===== src/design/gp_pkg.sv =====
// Constants, types and helper functions of the eight-pin general purpose port
package gp_pkg;

  // ----------------------------------------------------------------------
  // Sizes and reset values
  // ----------------------------------------------------------------------
  localparam int GP_NPINS = 8;
  localparam int GP_ISC_W = 2;
  localparam int GP_HALF = 4;
  localparam logic [7:0] GP_RST_DIR = 8'h00;
  localparam logic [7:0] GP_RST_OUT = 8'h00;
  localparam logic [7:0] GP_RST_PREV = 8'h00;  // Equals sync reset: no false edge after reset
  localparam logic [7:0] GP_RST_SYNC = 8'h00;

  // ----------------------------------------------------------------------
  // Driver and sense encodings
  // ----------------------------------------------------------------------
  typedef enum logic [2:0] {
    GP_TOTEM = 3'h0,
    GP_BUSKEEP = 3'h1,
    GP_PULLDN = 3'h2,
    GP_PULLUP = 3'h3,
    GP_WOR = 3'h4,
    GP_WAND = 3'h5,
    GP_WOR_PD = 3'h6,
    GP_WAND_PU = 3'h7
  } gp_opc_e;

  typedef enum logic [1:0] {
    GP_BOTH = 2'h0,
    GP_RISE = 2'h1,
    GP_FALL = 2'h2,
    GP_LOW = 2'h3
  } gp_isc_e;

  // Per-pin configuration word
  typedef struct packed {
    logic inv;
    gp_opc_e opc;
    gp_isc_e isc;
  } gp_pin_cfg_s;

  localparam gp_pin_cfg_s GP_RST_CFG = '{inv: 1'b0, opc: GP_TOTEM, isc: GP_BOTH};

  // Routing of internal clocks and event to pins
  typedef struct packed {
    logic clk_en;
    logic [2:0] clk_pin;
    logic rtc_en;
    logic [2:0] rtc_pin;
    logic ev_en;
    logic [2:0] ev_pin;
  } gp_route_s;

  // ----------------------------------------------------------------------
  // Functions
  // ----------------------------------------------------------------------
  // Sense condition on current and previous sample
  function automatic logic gp_sense_hit(input gp_isc_e isc, input logic cur,
                                        input logic prv);
    unique case (isc)
      GP_BOTH: gp_sense_hit = cur ^ prv;
      GP_RISE: gp_sense_hit = cur & ~prv;
      GP_FALL: gp_sense_hit = ~cur & prv;
      GP_LOW: gp_sense_hit = ~cur;
    endcase
  endfunction : gp_sense_hit

  // Swap pin halves for the alternative peripheral location
  function automatic logic [7:0] gp_swap(input logic sel, input logic [7:0] v);
    gp_swap = sel ? {v[GP_HALF-1:0], v[7:GP_HALF]} : v;
  endfunction : gp_swap

endpackage : gp_pkg


===== src/design/gp_sync.sv =====
// Two flip-flop synchroniser for inputs from outside the clock domain
`timescale 1ns/100ps
module gp_sync #(
  parameter int W = 8
) (
  input wire logic clk_i,           // System clock
  input wire logic rst_n_i,         // Synchronous reset, active low
  input wire logic [W-1:0] async_i, // Asynchronous input
  output logic [W-1:0] sync_o       // Synchronised output
);

  logic [W-1:0] meta_ff;
  logic [W-1:0] sync_ff;

  // First stage read only by the second, to contain metastability
  always_ff @(posedge clk_i)
  begin
    if (!rst_n_i)
    begin
      meta_ff <= '0;
      sync_ff <= '0;
    end
    else
    begin
      meta_ff <= async_i;
      sync_ff <= meta_ff;
    end
  end

  assign sync_o = sync_ff;

endmodule : gp_sync


===== src/design/gp_sense.sv =====
// Per-pin sense condition detector
`timescale 1ns/100ps
module gp_sense (
  input wire logic clk_i,           // System clock
  input wire logic rst_n_i,         // Synchronous reset, active low
  input wire logic tick_i,          // Sample enable
  input wire logic [7:0] smp_i,     // Synchronised, inverted pin values
  input wire logic [15:0] isc_i,    // Sense selection, two bits per pin
  output logic [7:0] hit_o          // Condition seen this sample
);

  logic [7:0] prev_ff;

  // Previous sample, advanced only on a sample tick
  always_ff @(posedge clk_i)
  begin
    if (!rst_n_i)
      prev_ff <= gp_pkg::GP_RST_PREV;
    else if (tick_i)
      prev_ff <= smp_i;
  end

  // Condition per pin
  for (genvar i = 0; i < gp_pkg::GP_NPINS; i++)
  begin : g_hit
    assign hit_o[i] = tick_i & gp_pkg::gp_sense_hit(
        gp_pkg::gp_isc_e'(isc_i[i*gp_pkg::GP_ISC_W +: gp_pkg::GP_ISC_W]),
        smp_i[i], prev_ff[i]);
  end

endmodule : gp_sense


===== src/design/gp_port.sv =====
// Eight-pin general purpose port: direction, drivers, sensing, routing
`timescale 1ns/100ps
module gp_port (
  input wire logic clk_i,                          // System clock, 100 MHz
  input wire logic rst_n_i,                        // Synchronous reset, active low
  input wire logic per_clk_en_i,                   // Port clock enable pulse
  input wire logic sync_clk_en_i,                  // High: synchronous sensing
  input wire logic dir_we_i,                       // Write whole direction word
  input wire logic [7:0] dir_wdata_i,              // Direction word, 1 = output
  input wire logic [7:0] dir_set_i,                // Direction set mask
  input wire logic [7:0] dir_clr_i,                // Direction clear mask
  input wire logic [7:0] dir_tgl_i,                // Direction toggle mask
  input wire logic out_we_i,                       // Write whole output word
  input wire logic [7:0] out_wdata_i,              // Output word
  input wire logic [7:0] out_set_i,                // Output set mask
  input wire logic [7:0] out_clr_i,                // Output clear mask
  input wire logic [7:0] out_tgl_i,                // Output toggle mask
  input wire logic cfg_we_i,                       // Configuration write strobe
  input wire logic [7:0] cfg_mask_i,               // Pins taking the configuration
  input wire gp_pkg::gp_pin_cfg_s cfg_wdata_i,     // Configuration word
  input wire logic [7:0] int0_mask_i,              // Pins feeding interrupt 0
  input wire logic [7:0] int1_mask_i,              // Pins feeding interrupt 1
  input wire logic [7:0] flag_clr_i,               // Sense flag clear mask
  input wire gp_pkg::gp_route_s route_i,           // Clock and event routing
  input wire logic rtc_clk_i,                      // Real-time counter clock
  input wire logic evout_i,                        // Event channel to route out
  input wire logic alt_loc_i,                      // Alternative peripheral location
  input wire logic [7:0] alt_en_i,                 // Peripheral owns pin
  input wire logic [7:0] alt_out_i,                // Peripheral output value
  input wire logic [7:0] alt_oe_i,                 // Peripheral output enable
  input wire logic [7:0] port_pin_n_i,             // Pad input levels
  output logic [7:0] port_pin_n_o,                 // Pad output levels
  output logic [7:0] port_pin_n_oe_o,              // Pad output enables, high drives
  output logic [7:0] pull_up_o,                    // Weak pull-up enables
  output logic [7:0] pull_dn_o,                    // Weak pull-down enables
  output logic [7:0] pin_in_o,                     // Sampled pin values
  output logic [7:0] dir_o,                        // Direction state
  output logic [7:0] out_o,                        // Output state
  output logic [7:0] flag_o,                       // Sticky sense flags
  output logic [7:0] event_o,                      // Sense event pulses
  output logic int0_o,                             // Port interrupt 0
  output logic int1_o,                             // Port interrupt 1
  output logic wake_o                              // Wake request
);

  // ----------------------------------------------------------------------
  // Declarations
  // ----------------------------------------------------------------------
  logic [7:0] dir_ff;
  logic [7:0] out_ff;
  gp_pkg::gp_pin_cfg_s cfg_ff [gp_pkg::GP_NPINS];
  logic [7:0] nxt_dir;
  logic [7:0] nxt_out;
  logic [7:0] pin_s;
  logic rtc_s;
  logic [7:0] inv_vec;
  logic [15:0] isc_vec;
  logic [7:0] smp;
  logic [7:0] hit;
  logic sense_tick;
  logic [7:0] flag_ff;
  logic [7:0] event_ff;
  logic [7:0] pin_in_ff;
  logic int0_ff;
  logic int1_ff;
  logic wake_ff;
  logic clkdiv_ff;
  logic [7:0] keep_ff;
  logic [7:0] alt_en;
  logic [7:0] alt_out;
  logic [7:0] alt_oe;
  logic [7:0] nxt_pad;
  logic [7:0] nxt_oe;
  logic [7:0] nxt_pu;
  logic [7:0] nxt_pd;
  logic [7:0] pad_ff;
  logic [7:0] oe_ff;
  logic [7:0] pu_ff;
  logic [7:0] pd_ff;

  // ----------------------------------------------------------------------
  // Direction and output state
  // ----------------------------------------------------------------------
  // Whole write first, then set, clear, toggle on marked bits only
  always_comb
  begin
    nxt_dir = dir_we_i ? dir_wdata_i : dir_ff;
    nxt_dir = (nxt_dir | dir_set_i) & ~dir_clr_i;
    nxt_dir = nxt_dir ^ dir_tgl_i;
    nxt_out = out_we_i ? out_wdata_i : out_ff;
    nxt_out = (nxt_out | out_set_i) & ~out_clr_i;
    nxt_out = nxt_out ^ out_tgl_i;
  end

  // Direction and output registers for pins 0 to 7
  always_ff @(posedge clk_i)
  begin
    if (!rst_n_i)
    begin
      dir_ff <= gp_pkg::GP_RST_DIR;
      out_ff <= gp_pkg::GP_RST_OUT;
    end
    else
    begin
      dir_ff <= nxt_dir;
      out_ff <= nxt_out;
    end
  end

  // Masked configuration write, one operation for many pins
  for (genvar i = 0; i < gp_pkg::GP_NPINS; i++)
  begin : g_cfg
    always_ff @(posedge clk_i)
    begin
      if (!rst_n_i)
        cfg_ff[i] <= gp_pkg::GP_RST_CFG;
      else if (cfg_we_i && cfg_mask_i[i])
        cfg_ff[i] <= cfg_wdata_i;
    end
    assign inv_vec[i] = cfg_ff[i].inv;
    assign isc_vec[i*gp_pkg::GP_ISC_W +: gp_pkg::GP_ISC_W] = cfg_ff[i].isc;
  end

  // ----------------------------------------------------------------------
  // Input sensing
  // ----------------------------------------------------------------------
  // Pads and real-time clock come from outside the clock domain
  gp_sync #(.W(8)) u_pin_sync (
    .clk_i(clk_i),
    .rst_n_i(rst_n_i),
    .async_i(port_pin_n_i),
    .sync_o(pin_s)
  );

  gp_sync #(.W(1)) u_rtc_sync (
    .clk_i(clk_i),
    .rst_n_i(rst_n_i),
    .async_i(rtc_clk_i),
    .sync_o(rtc_s)
  );

  // Inversion ahead of sensing; port clock gates sample rate only when sensing is synchronous
  assign smp = pin_s ^ inv_vec;
  assign sense_tick = sync_clk_en_i ? per_clk_en_i : 1'b1;

  gp_sense u_sense (
    .clk_i(clk_i),
    .rst_n_i(rst_n_i),
    .tick_i(sense_tick),
    .smp_i(smp),
    .isc_i(isc_vec),
    .hit_o(hit)
  );

  // Sticky flags: a hit in the clearing cycle wins over the clear
  always_ff @(posedge clk_i)
  begin
    if (!rst_n_i)
      flag_ff <= '0;
    else
      flag_ff <= (flag_ff & ~flag_clr_i) | hit;
  end

  // Events, sampled value and the two masked interrupts
  always_ff @(posedge clk_i)
  begin
    if (!rst_n_i)
    begin
      event_ff <= '0;
      pin_in_ff <= '0;
      int0_ff <= 1'b0;
      int1_ff <= 1'b0;
    end
    else
    begin
      event_ff <= hit;
      pin_in_ff <= smp;
      int0_ff <= |(flag_ff & int0_mask_i);
      int1_ff <= |(flag_ff & int1_mask_i);
    end
  end

  // Wake needs no port clock; it fires only while sensing is asynchronous (sync_clk_en_i low)
  always_ff @(posedge clk_i)
  begin
    if (!rst_n_i)
      wake_ff <= 1'b0;
    else
      wake_ff <= !sync_clk_en_i && |(hit & (int0_mask_i | int1_mask_i));
  end

  // ----------------------------------------------------------------------
  // Output drivers
  // ----------------------------------------------------------------------
  // Routed clock toggles on each port clock pulse, running at half the port clock rate
  always_ff @(posedge clk_i)
  begin
    if (!rst_n_i)
      clkdiv_ff <= 1'b0;
    else if (per_clk_en_i)
      clkdiv_ff <= ~clkdiv_ff;
  end

  // Keeper remembers the last level seen on the pad
  always_ff @(posedge clk_i)
  begin
    if (!rst_n_i)
      keep_ff <= '0;
    else
      keep_ff <= pin_s;
  end

  // Peripheral functions at default or alternative location
  assign alt_en = gp_pkg::gp_swap(alt_loc_i, alt_en_i);
  assign alt_out = gp_pkg::gp_swap(alt_loc_i, alt_out_i);
  assign alt_oe = gp_pkg::gp_swap(alt_loc_i, alt_oe_i);

  for (genvar i = 0; i < gp_pkg::GP_NPINS; i++)
  begin : g_pad
    logic val;
    logic drv;
    logic wired;
    always_comb
    begin
      val = out_ff[i];
      drv = dir_ff[i];
      // Routed signals take the pin as an output
      if (route_i.ev_en && route_i.ev_pin == 3'(i))
      begin
        val = evout_i;
        drv = 1'b1;
      end
      if (route_i.rtc_en && route_i.rtc_pin == 3'(i))
      begin
        val = rtc_s;
        drv = 1'b1;
      end
      if (route_i.clk_en && route_i.clk_pin == 3'(i))
      begin
        val = clkdiv_ff;
        drv = 1'b1;
      end
      // An enabled peripheral overrides the output word and routed signals; inversion and driver mode still apply
      if (alt_en[i])
      begin
        val = alt_out[i];
        drv = alt_oe[i];
      end
      val = val ^ cfg_ff[i].inv;
      wired = 1'b0;
      nxt_pad[i] = val;
      nxt_oe[i] = drv;
      nxt_pu[i] = 1'b0;
      nxt_pd[i] = 1'b0;
      unique case (cfg_ff[i].opc)
        gp_pkg::GP_TOTEM: wired = 1'b0;
        gp_pkg::GP_BUSKEEP:
        begin
          nxt_pu[i] = !drv && keep_ff[i];
          nxt_pd[i] = !drv && !keep_ff[i];
        end
        gp_pkg::GP_PULLDN: nxt_pd[i] = !drv;
        gp_pkg::GP_PULLUP: nxt_pu[i] = !drv;
        gp_pkg::GP_WOR: wired = 1'b1;
        gp_pkg::GP_WAND: wired = 1'b1;
        gp_pkg::GP_WOR_PD:
        begin
          wired = 1'b1;
          nxt_pd[i] = 1'b1;
        end
        gp_pkg::GP_WAND_PU:
        begin
          wired = 1'b1;
          nxt_pu[i] = 1'b1;
        end
      endcase
      // Wired-OR drives only ones, wired-AND only zeros
      if (wired)
        nxt_oe[i] = drv && (cfg_ff[i].opc[0] ? !val : val);
    end
  end

  // Pad outputs registered so glitches never reach the pins
  always_ff @(posedge clk_i)
  begin
    if (!rst_n_i)
    begin
      pad_ff <= '0;
      oe_ff <= '0;
      pu_ff <= '0;
      pd_ff <= '0;
    end
    else
    begin
      pad_ff <= nxt_pad;
      oe_ff <= nxt_oe;
      pu_ff <= nxt_pu;
      pd_ff <= nxt_pd;
    end
  end

  assign port_pin_n_o = pad_ff;
  assign port_pin_n_oe_o = oe_ff;
  assign pull_up_o = pu_ff;
  assign pull_dn_o = pd_ff;
  assign pin_in_o = pin_in_ff;
  assign dir_o = dir_ff;
  assign out_o = out_ff;
  assign flag_o = flag_ff;
  assign event_o = event_ff;
  assign int0_o = int0_ff;
  assign int1_o = int1_ff;
  assign wake_o = wake_ff;
endmodule : gp_port


===== config.mk =====
export PLATFORM = sky130hd
export DESIGN_NAME = gp_port
export DESIGN_NICKNAME = d
export VERILOG_FILES = /design/src/design/gp_pkg.sv /design/src/design/gp_sync.sv /design/src/design/gp_sense.sv /design/src/design/gp_port.sv
export SDC_FILE = /design/constraint.sdc
export NUM_CORES = 1
export LEC_CHECK = 0
export ABC_CLOCK_PERIOD_IN_PS = 2500
export BUFFER_PORTS_ARGS = -buffer_cell sky130_fd_sc_hd__buf_4
export CORE_MARGIN = 1.5
export CORE_UTILIZATION = 30
export CTS_CLUSTER_DIAMETER = 150
export DETAILED_ROUTE_END_ITERATION = 10
export HOLD_SLACK_MARGIN = 0.08
export PLACE_DENSITY = 0.59
export RECOVER_POWER = 50
export SLEW_MARGIN = 15
export SYNTH_ARGS = -nofsm -noshare
export SYNTH_HDL_FRONTEND = slang
export SYNTH_HIERARCHICAL = 1
export SYNTH_SLANG_ARGS = --single-unit

===== constraint.sdc =====
create_clock -name clk_i -period 2.5 [get_ports clk_i]
set_clock_uncertainty 0.1 [all_clocks]
set_input_delay 0.5 -clock clk_i [delete_from_list [all_inputs] [get_ports clk_i]]
set_output_delay 0.5 -clock clk_i [all_outputs]
set_load 0.03 [all_outputs]

Yosys cells after proc, flatten, opt, wreduce, memory -nomap -nowiden
Memory sizes are Yosys's and may differ from the RTL's.
Index checks and enable logic that the tools add are counted.
- register bits: 110
- bits in latches: 0
- memory bits (writable): 48
- bits in read-only memories: 0
- input bits: 156
- output and inout port bits: 75
- logic and storage cells: 457
- memories: 1
- memory list (memory ; words ; width ; read ports ; clocked after memory_dff ; write ports ; RTL line ; text):
    cfg_ff ; 8 ; 6 ; 8 ; 0 ; 8 ; gp_port.sv:51 ; gp_pkg::gp_pin_cfg_s cfg_ff [gp_pkg::GP_NPINS];
- add/sub/neg operators: 0
- multiply operators: 0
- div/mod/pow operators: 0
- magnitude comparators: 0
- eq/ne operators: 101
- shift operators: 0
- mux-type cells: 151
- bitwise gates (word level): 81
- reductions and logical operators: 104
- operator list (operator ; count):
    == test 3 bit (second input constant) ; 44
    two-way mux 1 bit ; 114
    == test 3 x 2 -> 1 bit (second input constant) ; 22
    logical AND 1 bit ; 57
    bitwise AND 8 bit ; 6
    two-way mux 6 bit ; 8
    case mux 1 bit (3 select lines) ; 16
    two-way mux 8 bit ; 5
    == test 3 x 1 -> 1 bit (second input constant) ; 11
    == test 2 bit (second input constant) ; 16
    OR 8 bit ; 4
    case mux 1 bit (4 select lines) ; 8
    OR reduction 4 bit ; 8
    logical NOT 1 bit ; 25
    bitwise AND 1 bit ; 24
    inverter 8 bit ; 3
    OR reduction 8 bit ; 3
    bitwise XOR 8 bit ; 3
    inverter 1 bit ; 17
    == test 2 x 1 -> 1 bit (second input constant) ; 8
    logical NOT 2 bit ; 8
    bitwise XOR 1 bit ; 16
    logical NOT 3 bit ; 3
    OR 1 bit ; 8

Longest topological paths before layout
- depth after elaboration: 11
- gate-level depth with buffers: 10

Modules after synthesis
The synthesis kept the hierarchy.
- by module, submodules not included (module ; instances ; cells an instance ; area each (um2) ; sequential area each (um2)):
    gp_port ; 1 ; 606 ; 6089.6 ; 3123.0
    gp_sense ; 1 ; 90 ; 792.0 ; 160.2
    gp_sync at u_pin_sync ; 1 ; 33 ; 446.7 ; 320.3
    gp_sync at u_rtc_sync ; 1 ; 4 ; 52.6 ; 40.0

Worst setup path before layout
OpenSTA, ideal clock, no wires.
- path kind: input -> register
- start: input alt_loc_i
- end: register pd_ff[0], in the netlist pull_dn_o[0]
- library setup time: 70 ps
- arrival time: 2090 ps
- data required time: 2330 ps
- setup slack: 240 ps
- stages on the path: 8
- path buffers: 2
- cell sequence: buf_2 buf_2 mux2i_1 nor2_1 a21oi_1 nor2_1 or3b_1 a21oi_1
- cells in the longest elaborated chain, start to end: 5
- elaborated cells on any way between the ends: 6
- classes of those cells: mux: 4; reduce/logical: 2
- ends and longest elaborated chain (element ; RTL line ; text):
    from (decl) ; gp_port.sv:27 ; input wire logic alt_loc_i,
    two-way mux 8 bit ; gp_pkg.sv:71 ; gp_swap = sel ? {v[GP_HALF-1:0], v[7:GP_HALF]} : v;
    two-way mux 1 bit * ; gp_port.sv:244 ; if (alt_en[i])
    logical NOT 1 bit * ; gp_port.sv:260, gp_port.sv:262 ;
    logical AND 1 bit ; gp_port.sv:260 ; nxt_pd[i] = !drv && !keep_ff[i];
    case mux 1 bit (3 select lines) * ; gp_port.sv:255 ; unique case (cfg_ff[i].opc)
    to (signal assigned) ; gp_port.sv:298 ; pd_ff <= nxt_pd;
    to (decl) ; gp_port.sv:79 ; logic [7:0] pd_ff;
Every way passes the cells marked *; elsewhere a longest branch is shown, timed or not.
A chain may end at the register's enable or synchronous reset.

==> flow_summary.html <==
<table>
<tr><th>Metric</th><th>Value</th></tr>
<tr><th colspan="2">Synth</th></tr>
<tr><td>Post-synthesis cell area</td><td>roughly 7400 sq um</td></tr>
<tr><td>Number of synthesized flops with an enable pin</td><td>48</td></tr>
<tr><td>Cell count after synthesis</td><td>about 730</td></tr>
<tr><td>Mean Syn Cell Area</td><td>just over 10 sq um</td></tr>
<tr><td>Mapped Nets</td><td>about 900</td></tr>
<tr><td>Leading cell types by total area after synthesis</td><td>dfxtp_1 30%, edfxtp_1 20%, a211oi_1 4.5%</td></tr>
<tr><td>Seq cells post-synth</td><td>between 150 and 200</td></tr>
<tr><td>Async SR Flop Fraction</td><td>0%</td></tr>
<tr><td>Largest area contributor in the netlist</td><td>dfxtp_1</td></tr>
<tr><td>Warnings from Yosys</td><td>6</td></tr>
<tr><td>Share of the synthesized area in the top cell type</td><td>between 20% and 30%</td></tr>
<tr><td>Yosys cell types</td><td>43</td></tr>
<tr><td>Share of the yosys chip area belonging to registers</td><td>about half</td></tr>
<tr><td>Most used DFF post-synth</td><td>dfxtp_1</td></tr>
<tr><th colspan="2">Floorplan</th></tr>
<tr><td>Placeable Area</td><td>around 24000 sq um</td></tr>
<tr><td>Effective utilization at floorplan</td><td>between 30% and 40%</td></tr>
<tr><td>Total I/O pin count</td><td>between 200 and 250</td></tr>
<tr><td>Vertical extent of the die</td><td>around 160 um</td></tr>
<tr><td>Floorplan die area</td><td>approximately 26000 sq um</td></tr>
<tr><td>Number of placement rows</td><td>57</td></tr>
<tr><td>Die outline width</td><td>around 160 um</td></tr>
<tr><th colspan="2">Timing</th></tr>
<tr><td>Portion of the clock cycle consumed by the worst path in the final layout</td><td>between 90% and 100%</td></tr>
<tr><td>Min Clock Period, post-route</td><td>approximately 2300 ps</td></tr>
<tr><td>Setup violation total in the final timing report</td><td>0</td></tr>
<tr><td>FMAX</td><td>0.436 GHz</td></tr>
<tr><td>Count of endpoints failing hold in the final timing report</td><td>0</td></tr>
<tr><td>Worst-Margin Slew</td><td>approximately 1400 ps</td></tr>
<tr><td>Tightest slew margin relative to the limit</td><td>roughly 9%</td></tr>
<tr><td>Total negative setup slack</td><td>0 ps</td></tr>
<tr><td>Unrepaired setup endpoints after global routing</td><td>no</td></tr>
<tr><td>Final-report max-slew violation count</td><td>0</td></tr>
<tr><th colspan="2">Routing</th></tr>
<tr><td>Average wire per cell in the routed design</td><td>between 15 and 20 um</td></tr>
<tr><td>Number of iterations in the first detailed-routing pass</td><td>4</td></tr>
<tr><td>Aggregate routed wire length</td><td>21600 um</td></tr>
<tr><td>Antenna Violating Nets Remaining</td><td>0</td></tr>
<tr><td>Via count</td><td>about 6200</td></tr>
<tr><td>Number of vias per cell after detailed routing</td><td>approximately 4.7</td></tr>
<tr><td>Detailed-route DRC error count</td><td>0</td></tr>
<tr><td>Initial detailed-routing violation count</td><td>between 200 and 300</td></tr>
<tr><th colspan="2">Placed design</th></tr>
<tr><td>Port Buffers</td><td>230</td></tr>
<tr><td>Area after DPL</td><td>between 9000 and 10000 sq um</td></tr>
<tr><td>Detailed placement HPWL</td><td>roughly 17000 um</td></tr>
<tr><td>Routability congestion estimate from global placement</td><td>about 0.8</td></tr>
<tr><th colspan="2">Power and ir drop</th></tr>
<tr><td>Reported leakage power</td><td>between 4 and 5 nW</td></tr>
<tr><td>Switching part of the total power</td><td>between 20 and 30%</td></tr>
<tr><td>Pwr Total</td><td>0.00696 W</td></tr>
<tr><td>Worst IR Drop VDD</td><td>between 0.0003 and 0.0004 V</td></tr>
<tr><td>Cell internal pwr</td><td>~0.0050 W</td></tr>
<tr><td>Portion of total power attributed to combinational logic</td><td>roughly a fifth</td></tr>
<tr><td>Power density relative to cell area</td><td>between 600 and 700 nW/um^2</td></tr>
<tr><td>Clock group share of total power</td><td>between 30% and 40%</td></tr>
<tr><td>Sw power</td><td>0.00200 W</td></tr>
<tr><td>Proportion of power drawn by flip-flops and latches</td><td>a little over two fifths</td></tr>
<tr><th colspan="2">Worst hold path</th></tr>
<tr><td>Hold Crit Depth</td><td>2</td></tr>
<tr><td>Min-Delay Path Class</td><td>in2reg</td></tr>
<tr><th colspan="2">Worst setup path</th></tr>
<tr><td>Largest fanout on the critical path</td><td>4</td></tr>
<tr><td>Crit start category</td><td>register</td></tr>
<tr><td>Arrival time at the worst endpoint</td><td>between 2000 and 3000 ps</td></tr>
<tr><td>Type of the setup path with the least slack</td><td>reg2reg</td></tr>
<tr><td>Endpoint required time on the critical path</td><td>2750 ps</td></tr>
<tr><td>Type of destination of the critical path</td><td>register</td></tr>
<tr><td>Number of cells on the worst reg-to-reg path</td><td>11</td></tr>
<tr><th colspan="2">Cells and area</th></tr>
<tr><td>Final core area utilization</td><td>42.0%</td></tr>
<tr><td>Total number of nets in the final design</td><td>around 1200</td></tr>
<tr><td>Most frequent cells in the layout</td><td>245 x buf_4, 110 x dfxtp_1, 49 x a21oi_1</td></tr>
<tr><td>Relative area change from synthesis to final layout</td><td>37.9%</td></tr>
<tr><td>Most frequent standard cell in the layout excluding fill and tap cells</td><td>buf_4</td></tr>
<tr><td>Antenna diode count</td><td>0</td></tr>
<tr><td>Final standard cell area without fillers</td><td>10200 sq um</td></tr>
<tr><td>Share of post-route cells with drive strength above 1</td><td>a little under a third</td></tr>
<tr><th colspan="2">Clocking</th></tr>
<tr><td>TritonCTS clock tree</td><td>yes</td></tr>
<tr><td>CTS Buf Count</td><td>17</td></tr>
<tr><td>Buffer count from post-CTS setup fixing</td><td>0</td></tr>
<tr><td>Clock transition at the register clock pins on the worst setup and hold paths after CTS</td><td>60 ps</td></tr>
<tr><td>Sinks on the clock net</td><td>between 150 and 200</td></tr>
<tr><td>Maximum root-to-sink buffer count</td><td>2</td></tr>
<tr><td>Clock latency on the worst-skew pair</td><td>420 ps</td></tr>
<tr><td>Cell at the root of the clock tree</td><td>clkbuf_16</td></tr>
<tr><td>Deepest level of the CTS H-tree</td><td>4</td></tr>
<tr><th colspan="2">GRT</th></tr>
<tr><td>Number of global-route vias before repair</td><td>6151</td></tr>
<tr><td>Wire length of the first global-routing pass</td><td>33100 um</td></tr>
<tr><td>Global route overflow</td><td>0</td></tr>
<tr><td>Largest net degree at the start of global routing</td><td>55</td></tr>
<tr><td>Initial antenna violation count</td><td>0</td></tr>
<tr><td>Total global routing track utilization</td><td>16.8%</td></tr>
<tr><th colspan="2">Run</th></tr>
<tr><td>Number of max-cap violations</td><td>0</td></tr>
<tr><th colspan="2">Run status</th></tr>
<tr><td>Result of the run</td><td>complete, no violations</td></tr>
</table>
==> routing by layer <==
metal | wire length [um] | vias up | global-route usage (%)
li1 | - | 3148 | -
met1 | 9370 | 2966 | 20.6
met2 | 11100 | 114 | 29.7
met3 | 842 | 19 | 3.53
met4 | 283 | 0 | 4.76
met5 | 0 | - | 0
==> Yosys cell counts, types with 2 or more instances <==
master / count
inv_2: 2
a31oi_1: 3
or4_4: 3
nand4b_1: 9
nand2_1: 28
a41oi_1: 2
and4bb_1: 3
a21oi_2: 3
and2_1: 37
and3_1: 42
and2_2: 12
xor2_1: 16
mux2_2: 11
nand3_1: 5
ha_1: 16
o21ai_0: 32
nor2b_1: 28
xnor2_1: 17
nor4b_1: 3
and4bb_2: 3
a22oi_1: 8
clkbuf_1: 18
edfxtp_1: 48
nor4bb_1: 3
or3b_1: 8
o22ai_1: 8
dfxtp_1: 110
o21ai_1: 4
nand4_1: 12
a21oi_1: 49
inv_1: 34
buf_2: 2
nor3_1: 14
mux2i_1: 32
a211oi_1: 44
nor2_1: 42
or3_1: 16
==> power by group through the flow <==
stage	Combinational [W]	Sequential [W]	Clock (W)
after floorplan	0.000573	0.00324	0
after global placement	0.00138	0.00306	0
after detailed placement	0.00141	0.00306	0
after CTS	0.00141	0.00300	0.00263
after global routing	0.00153	0.00303	0.00274
final	0.00140	0.00300	0.00256
==> critical path, stage by stage, from the launching register on <==
cell and delay, ps:
edfxtp_1 490, xor2_2 310, inv_1 110, ha_1 320, nor2_1 100, a211oi_1 60, a211oi_1 210, buf_4 160
o21ai_0 90, nand4_1 100, nor2_1 50, nor3_1 110
==> repair_timing <==
| item | CTS | global route |
|---|---|---|
| setup endpoints to repair | 0 | 1 |
| hold buffers | 0 | 0 |
| resized for setup | 0 | 6 |
==> final cells by class <==
class / count / area (sq um)
Clock inverter: 12 / 126
Clock buffer: 20 / 458
Timing Repair Buffer: 250 / 1860
Multi-Input combinational cell: 517 / 3550
Fill cell: 2424 / 14100
Sequential cell: 158 / 3640
Tap cell: 324 / 405
Inverter: 36 / 135
==> final timing paths <==
check / slack (ps) / to / startpoint
worst max-delay path: 200 / wake_o / cfg_ff[0][23]
worst min-delay path: 160 / wake_o / sync_clk_en_i
worst max register to register: 200 / wake_o / cfg_ff[0][23]
worst min register to register: 340 / u_rtc_sync/sync_o / u_rtc_sync/meta_ff
==> logic make-up after synthesis <==
group	after synthesis	share of synthesized area, %
simple gates	270	22.0
flops	158	49.4
compound gates	154	12.7
buf+inv	58	3.14
mux	44	6.17
xor+xnor	33	3.92
fa+ha+maj	16	2.71
==> registers in the layout (all words and copies together) (netlist names), 8 cells and up <==
register	flops
cfg_ff	48
dir_o	8
event_o	8
flag_o	8
keep_ff	8
out_o	8
pin_in_o	8
port_pin_n_o	8
port_pin_n_oe_o	8
pull_dn_o	8
pull_up_o	8
u_pin_sync/meta_ff	8
u_pin_sync/sync_o	8
u_sense/prev_ff	8
==> per-stage QoR <==
step           hold slack [ps]  cells  worst slack, ps
5_1_grt                    151   1317             5.12
2_1_floorplan              312    733              240
3_5_place_dp               328   1285             77.4
6_report                   158   1317              205
4_1_cts                    143   1317             41.1
3_3_place_gp               321   1285              115
No activity file was read; power rests on OpenSTA's default activity.
